<file path="src/include/doms_regs.vh">
// register map, field positions, reset values and codes of the mode selector
`ifndef DOMS_REGS_VH
`define DOMS_REGS_VH

// ============================================================
// register byte offsets
`define DOMS_CTRL_OFS        8'h00
`define DOMS_ASSIGN_OFS      8'h04
`define DOMS_MODECMD_OFS     8'h08
`define DOMS_NETCMD_OFS      8'h0C
`define DOMS_STATUS_OFS      8'h10

// ============================================================
// control register fields
`define DOMS_CTRL_MSEL_LSB   0
`define DOMS_CTRL_MSEL_MSB   2
`define DOMS_CTRL_WSEL_LSB   4
`define DOMS_CTRL_WSEL_MSB   5
`define DOMS_MSEL_RESET      3'h0
`define DOMS_WSEL_RESET      2'h0
`define DOMS_WSEL_BLOCK      2'h1

// ============================================================
// input assignment: five six-bit function codes, one per terminal
`define DOMS_ASSIGN_W        6
`define DOMS_ASSIGN_RESET    30'h00000000
`define DOMS_FUNC_INTERLOCK  6'h0C

// ============================================================
// mode-change command codes and network command fields
`define DOMS_MCMD_TO_NET     2'h1
`define DOMS_MCMD_TO_EXT     2'h2
`define DOMS_NET_RUN_BIT     0
`define DOMS_NET_REV_BIT     1
`define DOMS_NET_FREQ_LSB    16
`define DOMS_NET_FREQ_MSB    31

// ============================================================
// mode-select values and operation mode codes
`define DOMS_MSEL_SWITCH     3'h0
`define DOMS_MSEL_PANEL      3'h1
`define DOMS_MSEL_EXTFIX     3'h2
`define DOMS_MSEL_COMB1      3'h3
`define DOMS_MSEL_COMB2      3'h4
`define DOMS_MSEL_RUNSW      3'h6
`define DOMS_MSEL_ILOCK      3'h7
`define DOMS_MODE_EXT        2'h0
`define DOMS_MODE_PANEL      2'h1
`define DOMS_MODE_NET        2'h2
`define DOMS_MODE_COMB       2'h3

`endif

</file>
<file path="src/rtl/doms_mode_sel.v">
// operation-mode selector of a motor drive with an apb register slave
//
// The implementer's own choices: the APB slave port and the address map.
`timescale 1ns/1ps
`include "doms_regs.vh"

module doms_mode_sel (
    input  wire        mclk_i,
    input  wire        reset_i,
    input  wire        psel_i,
    input  wire        penable_i,
    input  wire        pwrite_i,
    input  wire [7:0]  paddr_i,
    input  wire [31:0] pwdata_i,
    output reg  [31:0] prdata_o,
    output wire        pready_o,
    output wire        pslverr_o,
    input  wire        forward_start_input_i,
    input  wire        reverse_start_input_i,
    input  wire        current_input_select_i,
    input  wire        output_stop_input_i,
    input  wire [4:0]  terminal_i,
    input  wire        multi_speed_valid_i,
    input  wire [15:0] multi_speed_freq_i,
    input  wire [15:0] pot_freq_i,
    input  wire [15:0] term4_freq_i,
    input  wire [15:0] panel_freq_i,
    input  wire        panel_fwd_key_i,
    input  wire        panel_rev_key_i,
    input  wire        panel_stop_reset_key_i,
    input  wire        panel_select_key_i,
    input  wire        panel_external_key_i,
    input  wire        panel_external_toggle_key_i,
    input  wire        alarm_i,
    input  wire        param_wr_req_i,
    input  wire        param_wr_is_msel_i,
    output wire        param_wr_ok_o,
    output reg  [1:0]  mode_o,
    output reg         run_o,
    output reg         dir_rev_o,
    output reg  [15:0] freq_o,
    output reg         output_stop_o,
    output reg         drive_reset_o
);

// ============================================================
// registers
reg  [2:0]  mode_select_param;
reg  [1:0]  write_select_param;
reg  [29:0] input_assign;
reg         net_run;
reg         net_rev;
reg  [15:0] net_freq;
reg  [1:0]  mode_cmd;
reg         panel_run;
reg         panel_rev;
reg         hold_valid;
reg         hold_run;
reg         hold_rev;
reg  [15:0] hold_freq;
reg         first_cycle;

// ============================================================
// apb decode
wire        wr_en  = psel_i & penable_i & pwrite_i;
wire        setup  = psel_i & ~penable_i;
wire        hit    = (paddr_i == `DOMS_CTRL_OFS)    |
                     (paddr_i == `DOMS_ASSIGN_OFS)  |
                     (paddr_i == `DOMS_MODECMD_OFS) |
                     (paddr_i == `DOMS_NETCMD_OFS)  |
                     (paddr_i == `DOMS_STATUS_OFS);

// zero wait states: read data is captured in the setup cycle
assign pready_o  = 1'b1;
assign pslverr_o = psel_i & penable_i & ~hit;

// ============================================================
// interlock source
wire [4:0] func_is_ilk;
genvar gi;
generate
    for (gi = 0; gi < 5; gi = gi + 1) begin : g_assign
        assign func_is_ilk[gi] =
            (input_assign[gi*`DOMS_ASSIGN_W +: `DOMS_ASSIGN_W]
             == `DOMS_FUNC_INTERLOCK) & terminal_i[gi];
    end
endgenerate

reg  [4:0] assigned;
integer    k;
always @* begin
    for (k = 0; k < 5; k = k + 1) begin
        assigned[k] = (input_assign[k*`DOMS_ASSIGN_W +: `DOMS_ASSIGN_W]
                       == `DOMS_FUNC_INTERLOCK);
    end
end

wire ilk_mode  = (mode_select_param == `DOMS_MSEL_ILOCK);
// the output-stop input doubles as interlock when no terminal holds it
wire ilk_on    = (|assigned) ? (|func_is_ilk) : output_stop_input_i;
wire mrs_stop  = ~(|assigned) & output_stop_input_i;
wire ilk_off   = ilk_mode & ~ilk_on;

// ============================================================
// source values
wire ext_start = forward_start_input_i | reverse_start_input_i;
wire        ext_rev   = ~forward_start_input_i & reverse_start_input_i;
wire [15:0] ext_freq  = multi_speed_valid_i    ? multi_speed_freq_i :
                        current_input_select_i ? term4_freq_i :
                                                 pot_freq_i;
wire [15:0] comb1_freq = multi_speed_valid_i    ? multi_speed_freq_i :
                         current_input_select_i ? term4_freq_i :
                                                  panel_freq_i;

// ============================================================
// mode switching
wire req_panel = panel_select_key_i |
                 (panel_external_toggle_key_i & mode_o == `DOMS_MODE_EXT);
wire req_ext   = panel_external_key_i | (mode_cmd == `DOMS_MCMD_TO_EXT) |
                 (panel_external_toggle_key_i & mode_o == `DOMS_MODE_PANEL);
wire req_net   = (mode_cmd == `DOMS_MCMD_TO_NET);

reg        can_sw;
reg        net_only;
reg  [1:0] forced_mode;
reg        forced;
always @* begin
    can_sw      = 1'b0;
    net_only    = 1'b0;
    forced      = 1'b0;
    forced_mode = `DOMS_MODE_EXT;
    case (mode_select_param)
        `DOMS_MSEL_SWITCH: can_sw = ~run_o;
        `DOMS_MSEL_PANEL: begin
            forced      = 1'b1;
            forced_mode = `DOMS_MODE_PANEL;
        end
        `DOMS_MSEL_EXTFIX: begin
            can_sw   = ~run_o;
            net_only = 1'b1;
        end
        `DOMS_MSEL_COMB1,
        `DOMS_MSEL_COMB2: begin
            forced      = 1'b1;
            forced_mode = `DOMS_MODE_COMB;
        end
        `DOMS_MSEL_RUNSW: can_sw = 1'b1;
        `DOMS_MSEL_ILOCK: begin
            can_sw = ilk_on & ~run_o;
            forced = ~ilk_on;
        end
        default: can_sw = 1'b0;
    endcase
end

reg  [1:0] next_mode;
reg        next_hold_valid;
reg        next_hold_run;
reg        next_hold_rev;
reg [15:0] next_hold_freq;
always @* begin
    next_mode       = mode_o;
    next_hold_valid = hold_valid;
    next_hold_run   = hold_run;
    next_hold_rev   = hold_rev;
    next_hold_freq  = hold_freq;
    if (forced) begin
        // a forced mode (fixed panel, combined, external while interlock is off) ignores the switch requests; in forced external the start inputs drive it directly
        next_mode = forced_mode;
        if (forced_mode != mode_o)
            next_hold_valid = 1'b0;
    end else if (mode_o == `DOMS_MODE_COMB) begin
        next_mode = `DOMS_MODE_EXT;
    end else if (can_sw) begin
        case (mode_o)
            `DOMS_MODE_EXT: begin
                if (req_net | (req_panel & ~net_only)) begin
                    next_mode       = req_net ? `DOMS_MODE_NET
                                              : `DOMS_MODE_PANEL;
                    next_hold_valid = (mode_select_param
                                       == `DOMS_MSEL_RUNSW);
                    next_hold_run   = ext_start;
                    next_hold_rev   = ext_rev;
                    next_hold_freq  = ext_freq;
                end
            end
            `DOMS_MODE_PANEL: begin
                if (req_ext) begin
                    next_mode       = `DOMS_MODE_EXT;
                    next_hold_valid = 1'b0;
                end else if (req_net) begin
                    next_mode       = `DOMS_MODE_NET;
                    next_hold_valid = (mode_select_param
                                       == `DOMS_MSEL_RUNSW);
                    next_hold_run   = run_o;
                    next_hold_rev   = dir_rev_o;
                    next_hold_freq  = freq_o;
                end
            end
            `DOMS_MODE_NET: begin
                if (req_ext) begin
                    next_mode       = `DOMS_MODE_EXT;
                    next_hold_valid = 1'b0;
                end else if (req_panel & ~net_only) begin
                    next_mode       = `DOMS_MODE_PANEL;
                    next_hold_valid = (mode_select_param
                                       == `DOMS_MSEL_RUNSW);
                    next_hold_run   = run_o;
                    next_hold_rev   = dir_rev_o;
                    next_hold_freq  = freq_o;
                end
            end
            default: next_mode = `DOMS_MODE_EXT;
        endcase
    end
    // the stop key in panel mode or a network command write in network mode drops the carried-over values
    if ((mode_o == `DOMS_MODE_PANEL & panel_stop_reset_key_i) |
        (mode_o == `DOMS_MODE_NET & wr_en &
         paddr_i == `DOMS_NETCMD_OFS))
        next_hold_valid = 1'b0;
end

// ============================================================
// run, direction and frequency of the selected source
reg        next_run;
reg        next_rev;
reg [15:0] next_freq;
always @* begin
    next_run  = 1'b0;
    next_rev  = 1'b0;
    next_freq = 16'h0000;
    case (next_mode)
        `DOMS_MODE_EXT: begin
            next_run  = ext_start;
            next_rev  = ext_rev;
            next_freq = ext_freq;
        end
        `DOMS_MODE_PANEL: begin
            next_run  = next_hold_valid ? next_hold_run  : panel_run;
            next_rev  = next_hold_valid ? next_hold_rev  : panel_rev;
            next_freq = next_hold_valid ? next_hold_freq : panel_freq_i;
        end
        `DOMS_MODE_NET: begin
            next_run  = next_hold_valid ? next_hold_run  : net_run;
            next_rev  = next_hold_valid ? next_hold_rev  : net_rev;
            next_freq = next_hold_valid ? next_hold_freq : net_freq;
        end
        `DOMS_MODE_COMB: begin
            if (mode_select_param == `DOMS_MSEL_COMB1) begin
                next_run  = ext_start;
                next_rev  = ext_rev;
                next_freq = comb1_freq;
            end else begin
                next_run  = panel_run;
                next_rev  = panel_rev;
                next_freq = ext_freq;
            end
        end
        default: next_run = 1'b0;
    endcase
end

// output stop: in interlock mode, interlock on in external mode; otherwise the output-stop input while no terminal holds interlock
wire next_stop = (ilk_mode & ilk_on & next_mode == `DOMS_MODE_EXT) |
                 (~ilk_mode & mrs_stop);

// ============================================================
// parameter write gating
wire wr_allowed = ilk_off ? 1'b0
                          : (write_select_param != `DOMS_WSEL_BLOCK);
assign param_wr_ok_o = param_wr_req_i &
                       (param_wr_is_msel_i | wr_allowed);

// ============================================================
// state registers
always @(posedge mclk_i) begin
    if (reset_i) begin
        mode_select_param  <= `DOMS_MSEL_RESET;
        write_select_param <= `DOMS_WSEL_RESET;
        input_assign       <= `DOMS_ASSIGN_RESET;
        net_run            <= 1'b0;
        net_rev            <= 1'b0;
        net_freq           <= 16'h0000;
        mode_cmd           <= 2'h0;
        panel_run          <= 1'b0;
        panel_rev          <= 1'b0;
        hold_valid         <= 1'b0;
        hold_run           <= 1'b0;
        hold_rev           <= 1'b0;
        hold_freq          <= 16'h0000;
        mode_o             <= `DOMS_MODE_EXT;
        run_o              <= 1'b0;
        dir_rev_o          <= 1'b0;
        freq_o             <= 16'h0000;
        output_stop_o      <= 1'b0;
        drive_reset_o      <= 1'b0;
        prdata_o           <= 32'h00000000;
        first_cycle        <= 1'b1;
    end else begin
        first_cycle <= 1'b0;
        mode_cmd    <= 2'h0;
        if (wr_en) begin
            case (paddr_i)
                `DOMS_CTRL_OFS: begin
                    mode_select_param <=
                        pwdata_i[`DOMS_CTRL_MSEL_MSB:`DOMS_CTRL_MSEL_LSB];
                    if (wr_allowed)
                        write_select_param <=
                          pwdata_i[`DOMS_CTRL_WSEL_MSB:`DOMS_CTRL_WSEL_LSB];
                end
                `DOMS_ASSIGN_OFS: begin
                    if (wr_allowed)
                        input_assign <= pwdata_i[29:0];
                end
                `DOMS_MODECMD_OFS: mode_cmd <= pwdata_i[1:0];
                `DOMS_NETCMD_OFS: begin
                    net_run  <= pwdata_i[`DOMS_NET_RUN_BIT];
                    net_rev  <= pwdata_i[`DOMS_NET_REV_BIT];
                    net_freq <=
                        pwdata_i[`DOMS_NET_FREQ_MSB:`DOMS_NET_FREQ_LSB];
                end
                default: mode_cmd <= 2'h0;
            endcase
        end
        if (panel_stop_reset_key_i) begin
            panel_run <= 1'b0;
        end else if (panel_fwd_key_i | panel_rev_key_i) begin
            panel_run <= 1'b1;
            panel_rev <= ~panel_fwd_key_i;
        end
        hold_valid    <= next_hold_valid;
        hold_run      <= next_hold_run;
        hold_rev      <= next_hold_rev;
        hold_freq     <= next_hold_freq;
        // first cycle after reset settles the power-on mode only
        mode_o        <= first_cycle ?
                         (forced ? forced_mode : `DOMS_MODE_EXT)
                         : next_mode;
        run_o         <= next_run & ~next_stop;
        dir_rev_o     <= next_rev;
        freq_o        <= next_freq;
        output_stop_o <= next_stop;
        drive_reset_o <= alarm_i & panel_stop_reset_key_i;
        if (setup) begin
            case (paddr_i)
                `DOMS_CTRL_OFS:
                    prdata_o <= {26'h0000000, write_select_param,
                                 1'b0, mode_select_param};
                `DOMS_ASSIGN_OFS:
                    prdata_o <= {2'h0, input_assign};
                `DOMS_NETCMD_OFS:
                    prdata_o <= {net_freq, 14'h0000, net_rev, net_run};
                `DOMS_STATUS_OFS:
                    prdata_o <= {freq_o, 8'h00, hold_valid, ilk_on,
                                 output_stop_o, dir_rev_o, run_o,
                                 1'b0, mode_o};
                default:
                    prdata_o <= 32'h00000000;
            endcase
        end
    end
end

endmodule // doms_mode_sel

</file>
<file path="config.mk">
export PLATFORM = sky130hd
export DESIGN_NAME = doms_mode_sel
export DESIGN_NICKNAME = d
export VERILOG_FILES = /design/src/rtl/doms_mode_sel.v
export VERILOG_INCLUDE_DIRS = /design/src /design/src/include
export SDC_FILE = /design/constraint.sdc
export NUM_CORES = 1
export LEC_CHECK = 0
export BUFFER_PORTS_ARGS = -buffer_cell sky130_fd_sc_hd__buf_2
export CORE_MARGIN = 2
export CORE_UTILIZATION = 34
export DETAILED_ROUTE_END_ITERATION = 12
export PLACE_DENSITY = 0.62
export RECOVER_POWER = 25
export SYNTH_ARGS = -nofsm -noshare
export SYNTH_HDL_FRONTEND = slang
export SYNTH_SLANG_ARGS = --single-unit
</file>
<file path="constraint.sdc">
create_clock -name mclk_i -period 3.9 [get_ports mclk_i]
set_input_delay 0.39 -clock mclk_i [delete_from_list [all_inputs] [get_ports mclk_i]]
set_output_delay 0.39 -clock mclk_i [all_outputs]
set_load 0.02 [all_outputs]
</file>
---- Yosys cells after proc, flatten, opt, wreduce, memory -nomap -nowiden ----
Cells that the tools add are included.
storage, ports and cells
  register bits after elaboration ......... 131
  bits in latches ......................... 0
  bits in writable memories ............... 0
  ROM bits ................................ 0
  word-level logic and storage cells ...... 187
  memories ................................ 0
operators by class
  $add $sub $neg .......................... 0
  multiply operators ...................... 0
  divide/modulo/power cells ............... 0
  order comparisons ....................... 0
  eq/ne operators ......................... 25
  shift operators ......................... 0
  multiplexer cells ....................... 74
  bitwise logic cells ..................... 51
  reduce and logical (&&, ||, !) cells .... 16
operators by type and width
  cell                                                                   count
  16-bit two-way mux                                                     15
  32-bit one-hot mux with 4 select lines                                 1
  16-bit one-hot mux with 4 select lines                                 1
  16-bit one-hot mux with 3 select lines                                 1
  1-bit two-way mux                                                      36
  6-bit by 4-bit equality test with 1-bit output, second input constant  5
  1-bit AND                                                              25
  2-bit two-way mux                                                      11
  8-bit by 4-bit equality test with 1-bit output, second input constant  2
  1-bit NOT                                                              13
  1-bit OR                                                               13
  1-bit one-hot mux with 3 select lines                                  4
  2-bit equality test, second input constant                             5
  5-bit OR reduction                                                     2
  3-bit equality test, second input constant                             3
  8-bit by 3-bit equality test with 1-bit output, second input constant  1
  8-bit by 5-bit equality test with 1-bit output, second input constant  1
  8-bit logical NOT                                                      1
  1-bit one-hot mux with 4 select lines                                  2
  2-bit by 1-bit equality test with 1-bit output, second input constant  3
  3-bit by 2-bit equality test with 1-bit output, second input constant  2
  2-bit one-hot mux with 3 select lines                                  1
  2-bit AND reduction                                                    3
  3-bit AND reduction                                                    2
  other kinds (9)                                                        13

---- Depth between registers and ports, before layout ----
Gate-level depths: netlist (run 1).
  depth after elaboration ................. 15
  gate-level depth with buffers ........... 13
  gate-level depth less buffers ........... 9

---- Least setup slack after synthesis (run 1) ----
Ideal clock, no wire load.
  path kind ............................... input-to-reg
  start ................................... in paddr_i[0]
  end ..................................... reg freq_o[4]
  setup time .............................. 138 ps
  arrival time ............................ 2405 ps
  slack ................................... 1357 ps
  stages on the path ...................... 10
  buffers on the path ..................... 2
  cell sequence ........................... or4_1 nor3_1 nand4_2 nor2_1 a21oi_1 o2111ai_2 buf_4 buf_4 mux2i_1 o32ai_2
between the ends
  longest elaborated chain between the ends .. 6
  elaborated cells on any way between the ends .. 7
  those cells by class .................... eq/ne: 1; mux: 4; bitwise: 2
RTL lines
  element                                             RTL line                                  source
  from (decl)                                         doms_mode_sel.v:13                        input wire [7:0] paddr_i,
  8-bit by 4-bit equality test with 1-bit output (*)  n/a
  1-bit AND (no line) (*)                             n/a
  1-bit OR (*)                                        doms_mode_sel.v:217                       if ((mode_o == `DOMS_MODE_PANEL & panel_stop_reset_key_i) |
  1-bit two-way mux (*)                               doms_mode_sel.v:217
  16-bit two-way mux (on tied branches)               doms_mode_sel.v:246, doms_mode_sel.v:241
  16-bit one-hot mux with 4 select lines (*)          doms_mode_sel.v:232                       case (next_mode)
  to (signal assigned)                                doms_mode_sel.v:341                       freq_o <= next_freq;
  to (decl)                                           doms_mode_sel.v:41                        output reg [15:0] freq_o,
Mark *: on every way between the ends. The rest lies on a longest branch, timed or not.
A chain may end at the register's enable or synchronous reset.

---- Worst setup path in the final report (run 1) ----
  start ................................... reg mode_select_param[2]
  end ..................................... reg freq_o[1]
between the ends
  longest elaborated chain between the ends .. 13
  elaborated cells on any way between the ends .. 51
  those cells by class .................... eq/ne: 10; mux: 33; bitwise: 3; reduce/logical: 5
RTL lines
  element                                         RTL line                                  source
  from (decl)                                     doms_mode_sel.v:48                        reg [2:0] mode_select_param;
  from (signal assigned)                          doms_mode_sel.v:278                       mode_select_param <= `DOMS_MSEL_RESET;
  from (signal assigned)                          doms_mode_sel.v:305                       mode_select_param <=
  3-bit by 2-bit equality test with 1-bit output  doms_mode_sel.v:132                       case (mode_select_param)
  1-bit two-way mux                               doms_mode_sel.v:132
  1-bit NOT                                       doms_mode_sel.v:177, doms_mode_sel.v:204
  1-bit AND                                       doms_mode_sel.v:177, doms_mode_sel.v:204
  1-bit two-way mux or 1-bit OR (tied branches)   doms_mode_sel.v:204, doms_mode_sel.v:177
  1-bit two-way mux (on tied branches)            doms_mode_sel.v:201, doms_mode_sel.v:177
  1-bit one-hot mux with 3 select lines           doms_mode_sel.v:175                       case (mode_o)
  1-bit two-way mux                               doms_mode_sel.v:174                       end else if (can_sw) begin
  1-bit two-way mux                               doms_mode_sel.v:172                       end else if (mode_o == `DOMS_MODE_COMB) begin
  1-bit two-way mux                               doms_mode_sel.v:167                       if (forced) begin
  1-bit two-way mux                               doms_mode_sel.v:217
  16-bit two-way mux (on tied branches)           doms_mode_sel.v:246, doms_mode_sel.v:241
  16-bit one-hot mux with 4 select lines (*)      doms_mode_sel.v:232
Marks and branches as above.

==> results of run 1 <==
## worst max-delay path, delay by kind of cell (launching register included)
kind,cells,cell delay [ps]
and+or+nand+nor,4,890
DFF,1,600
AOI/OAI and AO/OA,5,1500
## metrics by stage
stage | hold WS [ps] | setup slack (ps)
2_1_floorplan | 417.7 | 1357
3_3_place_gp | 437.7 | 950.6
3_5_place_dp | 442.4 | 833.0
4_1_cts | 162.6 | 808.8
5_1_grt | 161.8 | 534.5
6_report | 177.1 | 742.9
## power breakdown
group	internal, mW	switching [mW]
Combinational	0.261	0.401
Clock	1.01	0.660
Sequential	1.39	0.0692
Total	2.66	1.13
## per-layer routing
metal | GRT usage | vias up | share of wire
met5 | 0 | - | 0.00048
met4 | 0.06631 | 2 | 0.018
met3 | 0.06652 | 39 | 0.090
met2 | 0.3203 | 356 | 0.42
met1 | 0.3171 | 3717 | 0.47
li1 | - | 3839 | -
## synthesized netlist by cell type, types with 2 or more instances
cell type,instances
nand2_1,188
dfxtp_1,131
a21oi_1,94
mux2i_1,82
nor2_1,75
o21ai_0,64
clkbuf_1,56
a22oi_1,35
nand2b_1,26
nor2b_1,24
nand3_1,21
a22o_1,14
o221ai_1,13
buf_2,12
inv_1,10
a221oi_2,9
a211o_1,7
a222oi_1,7
nor3_1,7
o32ai_1,7
a32o_1,6
and2_1,6
nand4_1,6
o211ai_1,6
a221oi_1,5
buf_4,5
and3_1,4
o22ai_1,4
o32ai_2,4
buf_1,3
buf_6,3
a211oi_1,2
a21boi_1,2
a311oi_1,2
a31oi_1,2
and4bb_2,2
nor4_1,2
o21ai_1,2
o21bai_1,2
## registers in the layout (all words and copies together), names as in the netlist, 2 cells and up
| name | count |
|---|---|
| write_select_param | 2 |
| freq_o | 16 |
| mode_cmd | 2 |
| hold_freq | 16 |
| input_assign | 30 |
| mode_o | 2 |
| net_freq | 16 |
| mode_select_param | 3 |
| prdata_o | 32 |
## cell type report
| cell class | instances | area [um2] |
|---|---|---|
| Sequential cell | 131 | 2623 |
| Inverter | 10 | 37.54 |
| Antenna cell | 1 | 2.502 |
| Fill cell | 2223 | 12630 |
| Clock buffer | 18 | 429.2 |
| Tap cell | 280 | 350.3 |
| Clock inverter | 13 | 176.4 |
| Timing Repair Buffer | 208 | 1050 |
| Multi-Input combinational cell | 760 | 4661 |
## logic make-up after synthesis
family                 after synthesis  share of synthesized area
muxes                               83                     0.1086
AOI/OAI and AO/OA                  296                     0.2671
other                                1                  0.0004893
buffers and inverters               89                    0.05094
DFF                                131                     0.3422
and+or+nand+nor                    380                     0.2307
## final timing paths
| path | startpoint | cells past startpoint | endpoint |
|---|---|---|---|
| worst min register to register | prdata_o[10] | 2 | prdata_o[10] |
| worst max-delay path | mode_select_param[2] | 9 | freq_o[1] |
| worst max register to register | mode_select_param[2] | 9 | freq_o[1] |
| worst min-delay path | panel_fwd_key_i | 2 | panel_rev |
==> flow_metrics.py, run 1 <==
metrics = {
    "outcome": {
        "status": "complete, but fails checks",
        "violations": "capacitance limit, slew limit",
    },
    "sta": {
        "final.setup_skew_ps": 16.26,
        "finalSetupTns_ps": 0,
        "hold_violations": 0,
        "period_minus_slack_ps": 3157,
        "drv_slew": 68,
        "rsz0062_at_grt": "no",
        "period_share": 0.8095,
        "tightest_slew_ps": 3059,
        "fmax_mhz": 316.7,
        "slew_headroom": -1.039,
        "setup_viol": 0,
    },
    "setup_path": {
        "critPathMaxStageDelay_ps": 600,
        "cp.required_ps": 4180,
        "cp_cell_sequence": "nand2b_1 > a222oi_1 > nand4_1 > o211a_1 > nand3_2 > o2111ai_2 > and2_4 > a221oi_1 > o32ai_1",
        "cp_slowest_cell": "dfxtp_1",
        "ff2ff_setup_slack_ps": 740,
        "critPathLaunchType": "register",
        "worstSetupEndpointType": "register",
        "path_class": "register to register",
        "crit_arrival_ps": 3430,
        "crit_path_max_fanout": 17,
    },
    "power": {
        "ir_drop_v": 0.0002941,
        "finalPower_mw": 3.793,
        "leakagePower_nw": 3.774,
        "p_per_area_nw_per_um2": 406.6,
    },
    "yosys": {
        "yosysSeqAreaShare": 0.3422,
        "syn-num-nets": 1108,
        "synthTopCellsByArea": "dfxtp_1 34%, mux2i_1 11%, nand2_1 9.2%, a21oi_1 6.1%, o21ai_0 4.2%",
        "ys_seq_elements": 131,
        "async_reset_ff_frac": 0,
        "yosys.area.top_type": "dfxtp_1",
        "avgSynthCellArea_um2": 7.820,
        "ys.flop_type": "dfxtp_1",
        "syn_inst": 980,
        "synth_top_area_share": 0.3422,
        "ys_types": 69,
        "synth_edf_count": 0,
        "syn-cell-area_um2": 7664,
        "yosys_warnings": 0,
    },
    "grt": {
        "overflow": 0,
        "antenna_found_initial": 2,
        "grt_pass1_wl_um": 41460,
        "grt_usage": 0.2220,
        "grt_max_degree": 68,
        "grt_pass1_vias": 7287,
    },
    "layout": {
        "syn_to_final_growth_pct": 21.73,
        "layout-drive-gt1-share": 0.1991,
        "final_cell_mix": "188 x nand2_1, 140 x buf_2, 131 x dfxtp_1",
        "final_util": 0.4248,
        "mostFrequentLayoutCell": "nand2_1",
        "stdcell_area_um2": 9329,
        "final_cells": 1421,
        "finalNetCount": 1256,
    },
    "clocking": {
        "ctsRootBufferMaster": "clkbuf_16",
        "path_clk_slew_ps": 70,
        "postCtsSetupRepairBufs": 0,
        "cts_tree": "done",
        "clkLatencyLatePin_ps": 440,
        "cts_resized": 0,
        "htree_num_levels": 4,
        "post_cts_hold_buffer_count": 0,
        "cts.sinks": 131,
        "clock_path_buffers": 2,
        "cts_buffers": 17,
    },
    "route": {
        "drtIter0Drc": 876,
        "finalWirelength_um": 27190,
        "avgViaCountPerCell": 5.597,
        "detailroute.via_count": 7953,
        "wl_per_cell_um": 19.14,
        "first_pass_iters": 7,
        "drc": 0,
        "postRouteAntennaNets": 0,
    },
    "place": {
        "place_congestion": 0.9003,
        "dp.cells": 1389,
        "io_buffer_count": 183,
        "place_hpwl_um": 20170,
        "place_area_um2": 8777,
    },
    "floorplan": {
        "core_um2": 21960,
        "die-area_um2": 23760,
        "die_h_um": 154.1,
        "die_x_um": 154.1,
        "start_util": 0.3490,
        "ios": 185,
        "fp-row-count": 54,
    },
    "run": {
        "cap_viol_max_count": 1,
    },
    "worst_hold_path": {
        "min_path_type": "input pin to register",
    },
}
No activity file was read; power rests on OpenSTA's default activity.
==> run 2, diff against run 1 <==
--- a/config.mk
+++ b/config.mk
@@ -10,7 +10,7 @@
 export CORE_MARGIN = 2
 export CORE_UTILIZATION = 34
 export DETAILED_ROUTE_END_ITERATION = 12
-export PLACE_DENSITY = 0.62
+export PLACE_DENSITY = 0.64
 export RECOVER_POWER = 25
 export SYNTH_ARGS = -nofsm -noshare
 export SYNTH_HDL_FRONTEND = slang
==> constraint.sdc (replaced) <==
create_clock -name mclk_i -period 2.8 [get_ports mclk_i]
set_input_delay 0.28 -clock mclk_i [delete_from_list [all_inputs] [get_ports mclk_i]]
set_output_delay 0.28 -clock mclk_i [all_outputs]
set_load 0.02 [all_outputs]
==> flow_metrics.py, run 2 (synthesis gave the netlist of run 1 again) <==
metrics = {
    "outcome": {
        "status": "complete, no violations",
    },
    "setup_path": {
        "cp_cell_sequence": "and4bb_2 > a222oi_1 > nand4_1 > o211a_1 > nand3_2 > o2111ai_4 > buf_6 > and2_4 > a221oi_2 > o32ai_2",
        "cp.required_ps": 3090,
        "r2r_end": "freq_o[4]",
        "crit_arrival_ps": 3030,
        "crit_path_max_fanout": 6,
        "path_class": "register to register",
        "cp_slowest_cell": "a222oi_1",
        "critPathLaunchType": "register",
        "ff2ff_path_depth": 10,
        "critPathMaxStageDelay_ps": 360,
        "regToRegStartpoint": "input_assign[0]",
        "worstSetupEndpointType": "register",
        "ff2ff_setup_slack_ps": 60,
    },
    "route": {
        "postRouteAntennaNets": 0,
        "finalWirelength_um": 28170,
        "drtIter0Drc": 817,
        "drc": 0,
        "wl_per_cell_um": 19.27,
        "avgViaCountPerCell": 5.637,
        "detailroute.via_count": 8241,
        "first_pass_iters": 7,
    },
    "grt": {
        "antenna_found_initial": 2,
        "grt_usage": 0.2271,
        "grt_pass1_vias": 7653,
        "overflow": 0,
        "grt_max_degree": 56,
        "grt_pass1_wl_um": 42520,
    },
    "clocking": {
        "cts.sinks": 131,
        "cts_buffers": 17,
        "htree_num_levels": 4,
        "clkLatencyLatePin_ps": 440,
        "post_cts_hold_buffer_count": 0,
        "clock_path_buffers": 2,
        "cts_tree": "done",
        "path_clk_slew_ps": 60,
        "ctsRootBufferMaster": "clkbuf_16",
    },
    "floorplan": {
        "die_x_um": 154.1,
        "die_h_um": 154.1,
        "die-area_um2": 23760,
        "ios": 185,
        "core_um2": 21960,
        "fp-row-count": 54,
        "start_util": 0.3490,
    },
    "worst_hold_path": {
        "hold_end": "panel_rev",
        "holdPathStages": 2,
        "holdCritStartpoint": "panel_fwd_key_i",
        "min_path_type": "input pin to register",
    },
    "layout": {
        "fillers": 2178,
        "stdcell_area_um2": 9779,
        "regMostFlops": "prdata_o",
        "diodes": 0,
        "mostFrequentLayoutCell": "nand2_1",
        "final_cell_mix": "187 x nand2_1, 140 x buf_2, 128 x dfxtp_1",
        "final_cells": 1462,
        "syn_to_final_growth_pct": 27.61,
        "finalNetCount": 1297,
        "multi_input_area_um2": 4778,
        "top_regs": "prdata_o (32), input_assign (30)",
        "layout-drive-gt1-share": 0.2420,
        "largest_reg_flops": 32,
        "seq_area_um2": 2626,
    },
    "sta": {
        "tightest_slew_ps": 1468,
        "whs_ps": 62.19,
        "slew_headroom": 0.02105,
        "finalSetupTns_ps": 0,
        "fmax_mhz": 365.5,
        "drv_slew": 0,
        "period_minus_slack_ps": 2736,
        "setup_viol": 0,
        "final.setup_skew_ps": 14.74,
        "period_share": 0.9772,
        "hold_violations": 0,
    },
    "place": {
        "place_hpwl_um": 20470,
        "place_area_um2": 9007,
        "place_congestion": 0.9260,
        "dp.cells": 1418,
        "io_buffer_count": 183,
    },
    "run": {
        "cap_viol_max_count": 0,
    },
    "power": {
        "p_per_area_nw_per_um2": 550.1,
        "finalPower_mw": 5.379,
        "leakagePower_nw": 4.032,
        "ir_drop_v": 0.0003177,
    },
}
==> run 2: changes by cell type in the layout (fill, tap and decap cells not counted), moves of 3 or more <==
cell | previous run | this run
clkinv_4 | 6 | 2
buf_6 | 0 | 6
dfxtp_2 | 0 | 3
dfxtp_1 | 131 | 128
a22o_4 | 0 | 4
inv_6 | 3 | 6
buf_4 | 25 | 56
a22o_1 | 14 | 10
==> run 2: repair_timing <==
item	CTS	global route
endpoints found under the setup margin	17	18
resized for setup	4	24
cloned	0	2
setup buffers	0	10
pin swaps	0	14
==> run 2: worst max-delay path by stage <==
stage                     slack (ps)       startpoint  depth (start not counted)        end
final                             60  input_assign[0]                         10  freq_o[4]
after global routing             -20  input_assign[1]                         11  freq_o[2]
after CTS                         20  input_assign[7]                         10  freq_o[0]
after detailed placement        -190  input_assign[7]                         10  freq_o[1]
after global placement           -80  input_assign[7]                         10  freq_o[1]
after floorplan                  290        mode_o[1]                         10  freq_o[4]
==> run 2: layout make-up <==
type / instances / share of cell area
Tap cell: 280 / 0.03582
Clock buffer: 18 / 0.04388
Clock inverter: 14 / 0.01714
Sequential cell: 131 / 0.2686
Multi-Input combinational cell: 762 / 0.4886
Timing Repair Buffer: 247 / 0.1421
Inverter: 10 / 0.003838
==> run 2: critical path, delay by kind of cell, from the launching register on <==
kind	cells	cell delay, ps
AO/OA/AOI/OAI	5	1280
buffers and inverters	1	180
flip-flops	1	350
AND/OR/NAND/NOR	4	800
==> run 2: per-stage QoR <==
stage                       util  worst slack, ps
after floorplan                -            287.4
after global placement    0.4102           -78.76
after detailed placement  0.4102           -194.6
after CTS                 0.4378            19.37
after global routing      0.4454           -24.88
final                     0.4454            63.76
==> run 2: metal layers <==
layer,part of all wire,up-vias,track usage
met2,0.44,389,0.3447
met3,0.083,48,0.04453
met1,0.46,3863,0.3251
met4,0.017,4,0.06720
met5,0.00085,-,0
li1,-,3937,-
==> run 2: where the power goes <==
group	switching, mW	internal [mW]	total (mW)
combinational	0.605	0.438	1.04
sequential	0.0922	1.93	2.03
clock	0.967	1.34	2.31
==> run 3, diff against run 2 <==
--- a/config.mk
+++ b/config.mk
@@ -10,8 +10,9 @@
 export CORE_MARGIN = 2
 export CORE_UTILIZATION = 34
 export DETAILED_ROUTE_END_ITERATION = 12
-export PLACE_DENSITY = 0.64
+export PLACE_DENSITY = 0.62
 export RECOVER_POWER = 25
+export SKIP_CTS_REPAIR_TIMING = 1
 export SYNTH_ARGS = -nofsm -noshare
 export SYNTH_HDL_FRONTEND = slang
 export SYNTH_SLANG_ARGS = --single-unit
==> constraint.sdc (replaced) <==
create_clock -name mclk_i -period 3.15 [get_ports mclk_i]
set_input_delay 0.315 -clock mclk_i [delete_from_list [all_inputs] [get_ports mclk_i]]
set_output_delay 0.315 -clock mclk_i [all_outputs]
set_load 0.02 [all_outputs]
==> flow_metrics.py, run 3 (synthesis gave the netlist of run 1 again) <==
metrics = {
    "route": {
        "first_pass_iters": 9,
        "finalWirelength_um": 27260,
        "wl_met2_um": 11930,
        "m1WireLength_um": 12580,
        "routed-wl-met3_um": 2490,
        "detailroute.via_count": 7999,
        "top_layer": "met4",
        "drc": 0,
        "postRouteAntennaNets": 0,
        "drtIter0Drc": 947,
        "avgViaCountPerCell": 5.582,
        "wl_per_cell_um": 19.02,
    },
    "sta": {
        "setup_viol": 0,
        "rsz0062_at_grt": "no",
        "final.setup_skew_ps": 8.270,
        "period_share": 0.9122,
        "fmax_mhz": 348.0,
        "slew_headroom": 0.01768,
        "finalSetupTns_ps": 0,
        "whs_ps": 92.32,
        "hold_violations": 0,
        "tightest_slew_ps": 1473,
        "period_minus_slack_ps": 2873,
        "drv_slew": 0,
    },
    "clocking": {
        "clkLatencyLatePin_ps": 430,
        "cts_tree": "done",
        "ctsRootBufferMaster": "clkbuf_16",
        "clock_path_buffers": 2,
        "cts_buffers": 17,
        "cts.sinks": 131,
        "path_clk_slew_ps": 60,
        "htree_num_levels": 4,
    },
    "worst_hold_path": {
        "holdCritStartpoint": "panel_fwd_key_i",
        "min_path_type": "input pin to register",
        "holdPathStages": 2,
        "hold_end": "panel_rev",
    },
    "setup_path": {
        "crit_arrival_ps": 3120,
        "regToRegStartpoint": "input_assign[25]",
        "critPathLaunchType": "register",
        "worstSetupEndpointType": "register",
        "cp_slowest_cell": "a211o_1",
        "path_class": "register to register",
        "crit_path_max_fanout": 11,
        "cp_cell_sequence": "and4bb_2 > a22oi_1 > and4_1 > o21ai_1 > buf_4 > a211o_1 > a22o_1 > a221oi_1 > o32ai_1",
        "critPathMaxStageDelay_ps": 430,
        "r2r_end": "freq_o[1]",
        "cp.required_ps": 3400,
        "ff2ff_path_depth": 9,
        "crit_start": "input_assign[25]",
        "ff2ff_setup_slack_ps": 280,
    },
    "grt": {
        "grt_pass1_vias": 7337,
        "overflow": 0,
        "grt_max_degree": 65,
        "grt_usage": 0.2268,
        "antenna_found_initial": 1,
        "grt_pass1_wl_um": 42170,
    },
    "place": {
        "io_buffer_count": 183,
        "place_area_um2": 8885,
        "dp.cells": 1400,
        "place_hpwl_um": 20280,
        "place_congestion": 0.8790,
    },
    "power": {
        "finalPower_mw": 4.544,
        "leakagePower_nw": 3.809,
        "ir_drop_v": 0.0003500,
        "p_per_area_nw_per_um2": 483.7,
    },
    "layout": {
        "seq_area_um2": 2623,
        "mostFrequentLayoutCell": "nand2_1",
        "top_regs": "prdata_o (32), input_assign (30)",
        "final_cell_mix": "188 x nand2_1, 140 x buf_2, 131 x dfxtp_1",
        "layout-drive-gt1-share": 0.2075,
        "regMostFlops": "prdata_o",
        "multi_input_area_um2": 4661,
        "final_cells": 1433,
        "fillers": 2252,
        "stdcell_area_um2": 9394,
        "syn_to_final_growth_pct": 22.58,
        "finalNetCount": 1267,
        "largest_reg_flops": 32,
    },
    "floorplan": {
        "start_util": 0.3490,
        "ios": 185,
        "core_um2": 21960,
        "die_h_um": 154.1,
        "die-area_um2": 23760,
        "fp-row-count": 54,
        "die_x_um": 154.1,
    },
    "outcome": {
        "status": "complete, no violations",
    },
    "run": {
        "cap_viol_max_count": 0,
    },
}
==> run 3: changes by cell type in the layout (fill, tap and decap cells not counted), moves of 2 or more <==
| cell | before | now |
|---|---|---|
| a221oi_1 | 3 | 5 |
| a221oi_2 | 11 | 9 |
| a22o_1 | 10 | 14 |
| a22o_4 | 4 | 0 |
| a311oi_1 | 0 | 2 |
| a311oi_2 | 2 | 0 |
| buf_4 | 56 | 34 |
| buf_6 | 6 | 0 |
| clkinvlp_4 | 2 | 4 |
| dfxtp_1 | 128 | 131 |
| dfxtp_2 | 3 | 0 |
| inv_6 | 6 | 3 |
==> run 3: layer usage <==
metal,track usage,vias up
li1,-,3862
met1,0.3239,3732
met2,0.3451,381
met3,0.05524,24
met4,0.05073,0
met5,0,-
==> run 3: worst max-delay path: cells and delay by family (launching register included) <==
family                 cells  cell delay (ps)
DFF                        1              340
buffers and inverters      1              200
AOI/OAI and AO/OA          6             1460
and+or+nand+nor            2              700
==> run 3: power breakdown <==
group	leakage, nW	switching (mW)	total [mW]	internal (mW)
Combinational	2.48	0.501	0.837	0.336
Sequential	1.06	0.0792	1.80	1.72
Clock	0.262	0.809	1.91	1.10
==> run 3: through the flow <==
stage | worst slack [ps] | utilization
2_1_floorplan | 637.4 | -
3_3_place_gp | 426.3 | 0.4046
3_5_place_dp | 351.3 | 0.4046
4_1_cts | 329.6 | 0.4302
5_1_grt | 74.88 | 0.4277
6_report | 276.6 | 0.4278
==> run 3: worst max-delay path by stage <==
stage               cells past startpoint            end  slack [ps]
global route                           11      freq_o[0]          70
detailed placement                      9      freq_o[4]         350
CTS                                     7  param_wr_ok_o         330
global placement                       10      dir_rev_o         430
floorplan                              10      freq_o[4]         640
finish                                  9      freq_o[1]         280
==> run 3: layout make-up <==
cell class	instances	area share
flip-flops and latches	131	0.2792
repair buffers	219	0.1233
multi-input cells	760	0.4961
inverters	10	0.003996
clock buffers	19	0.04608
clock inverters	13	0.01372
diodes	1	0.0002664
well taps	280	0.03729
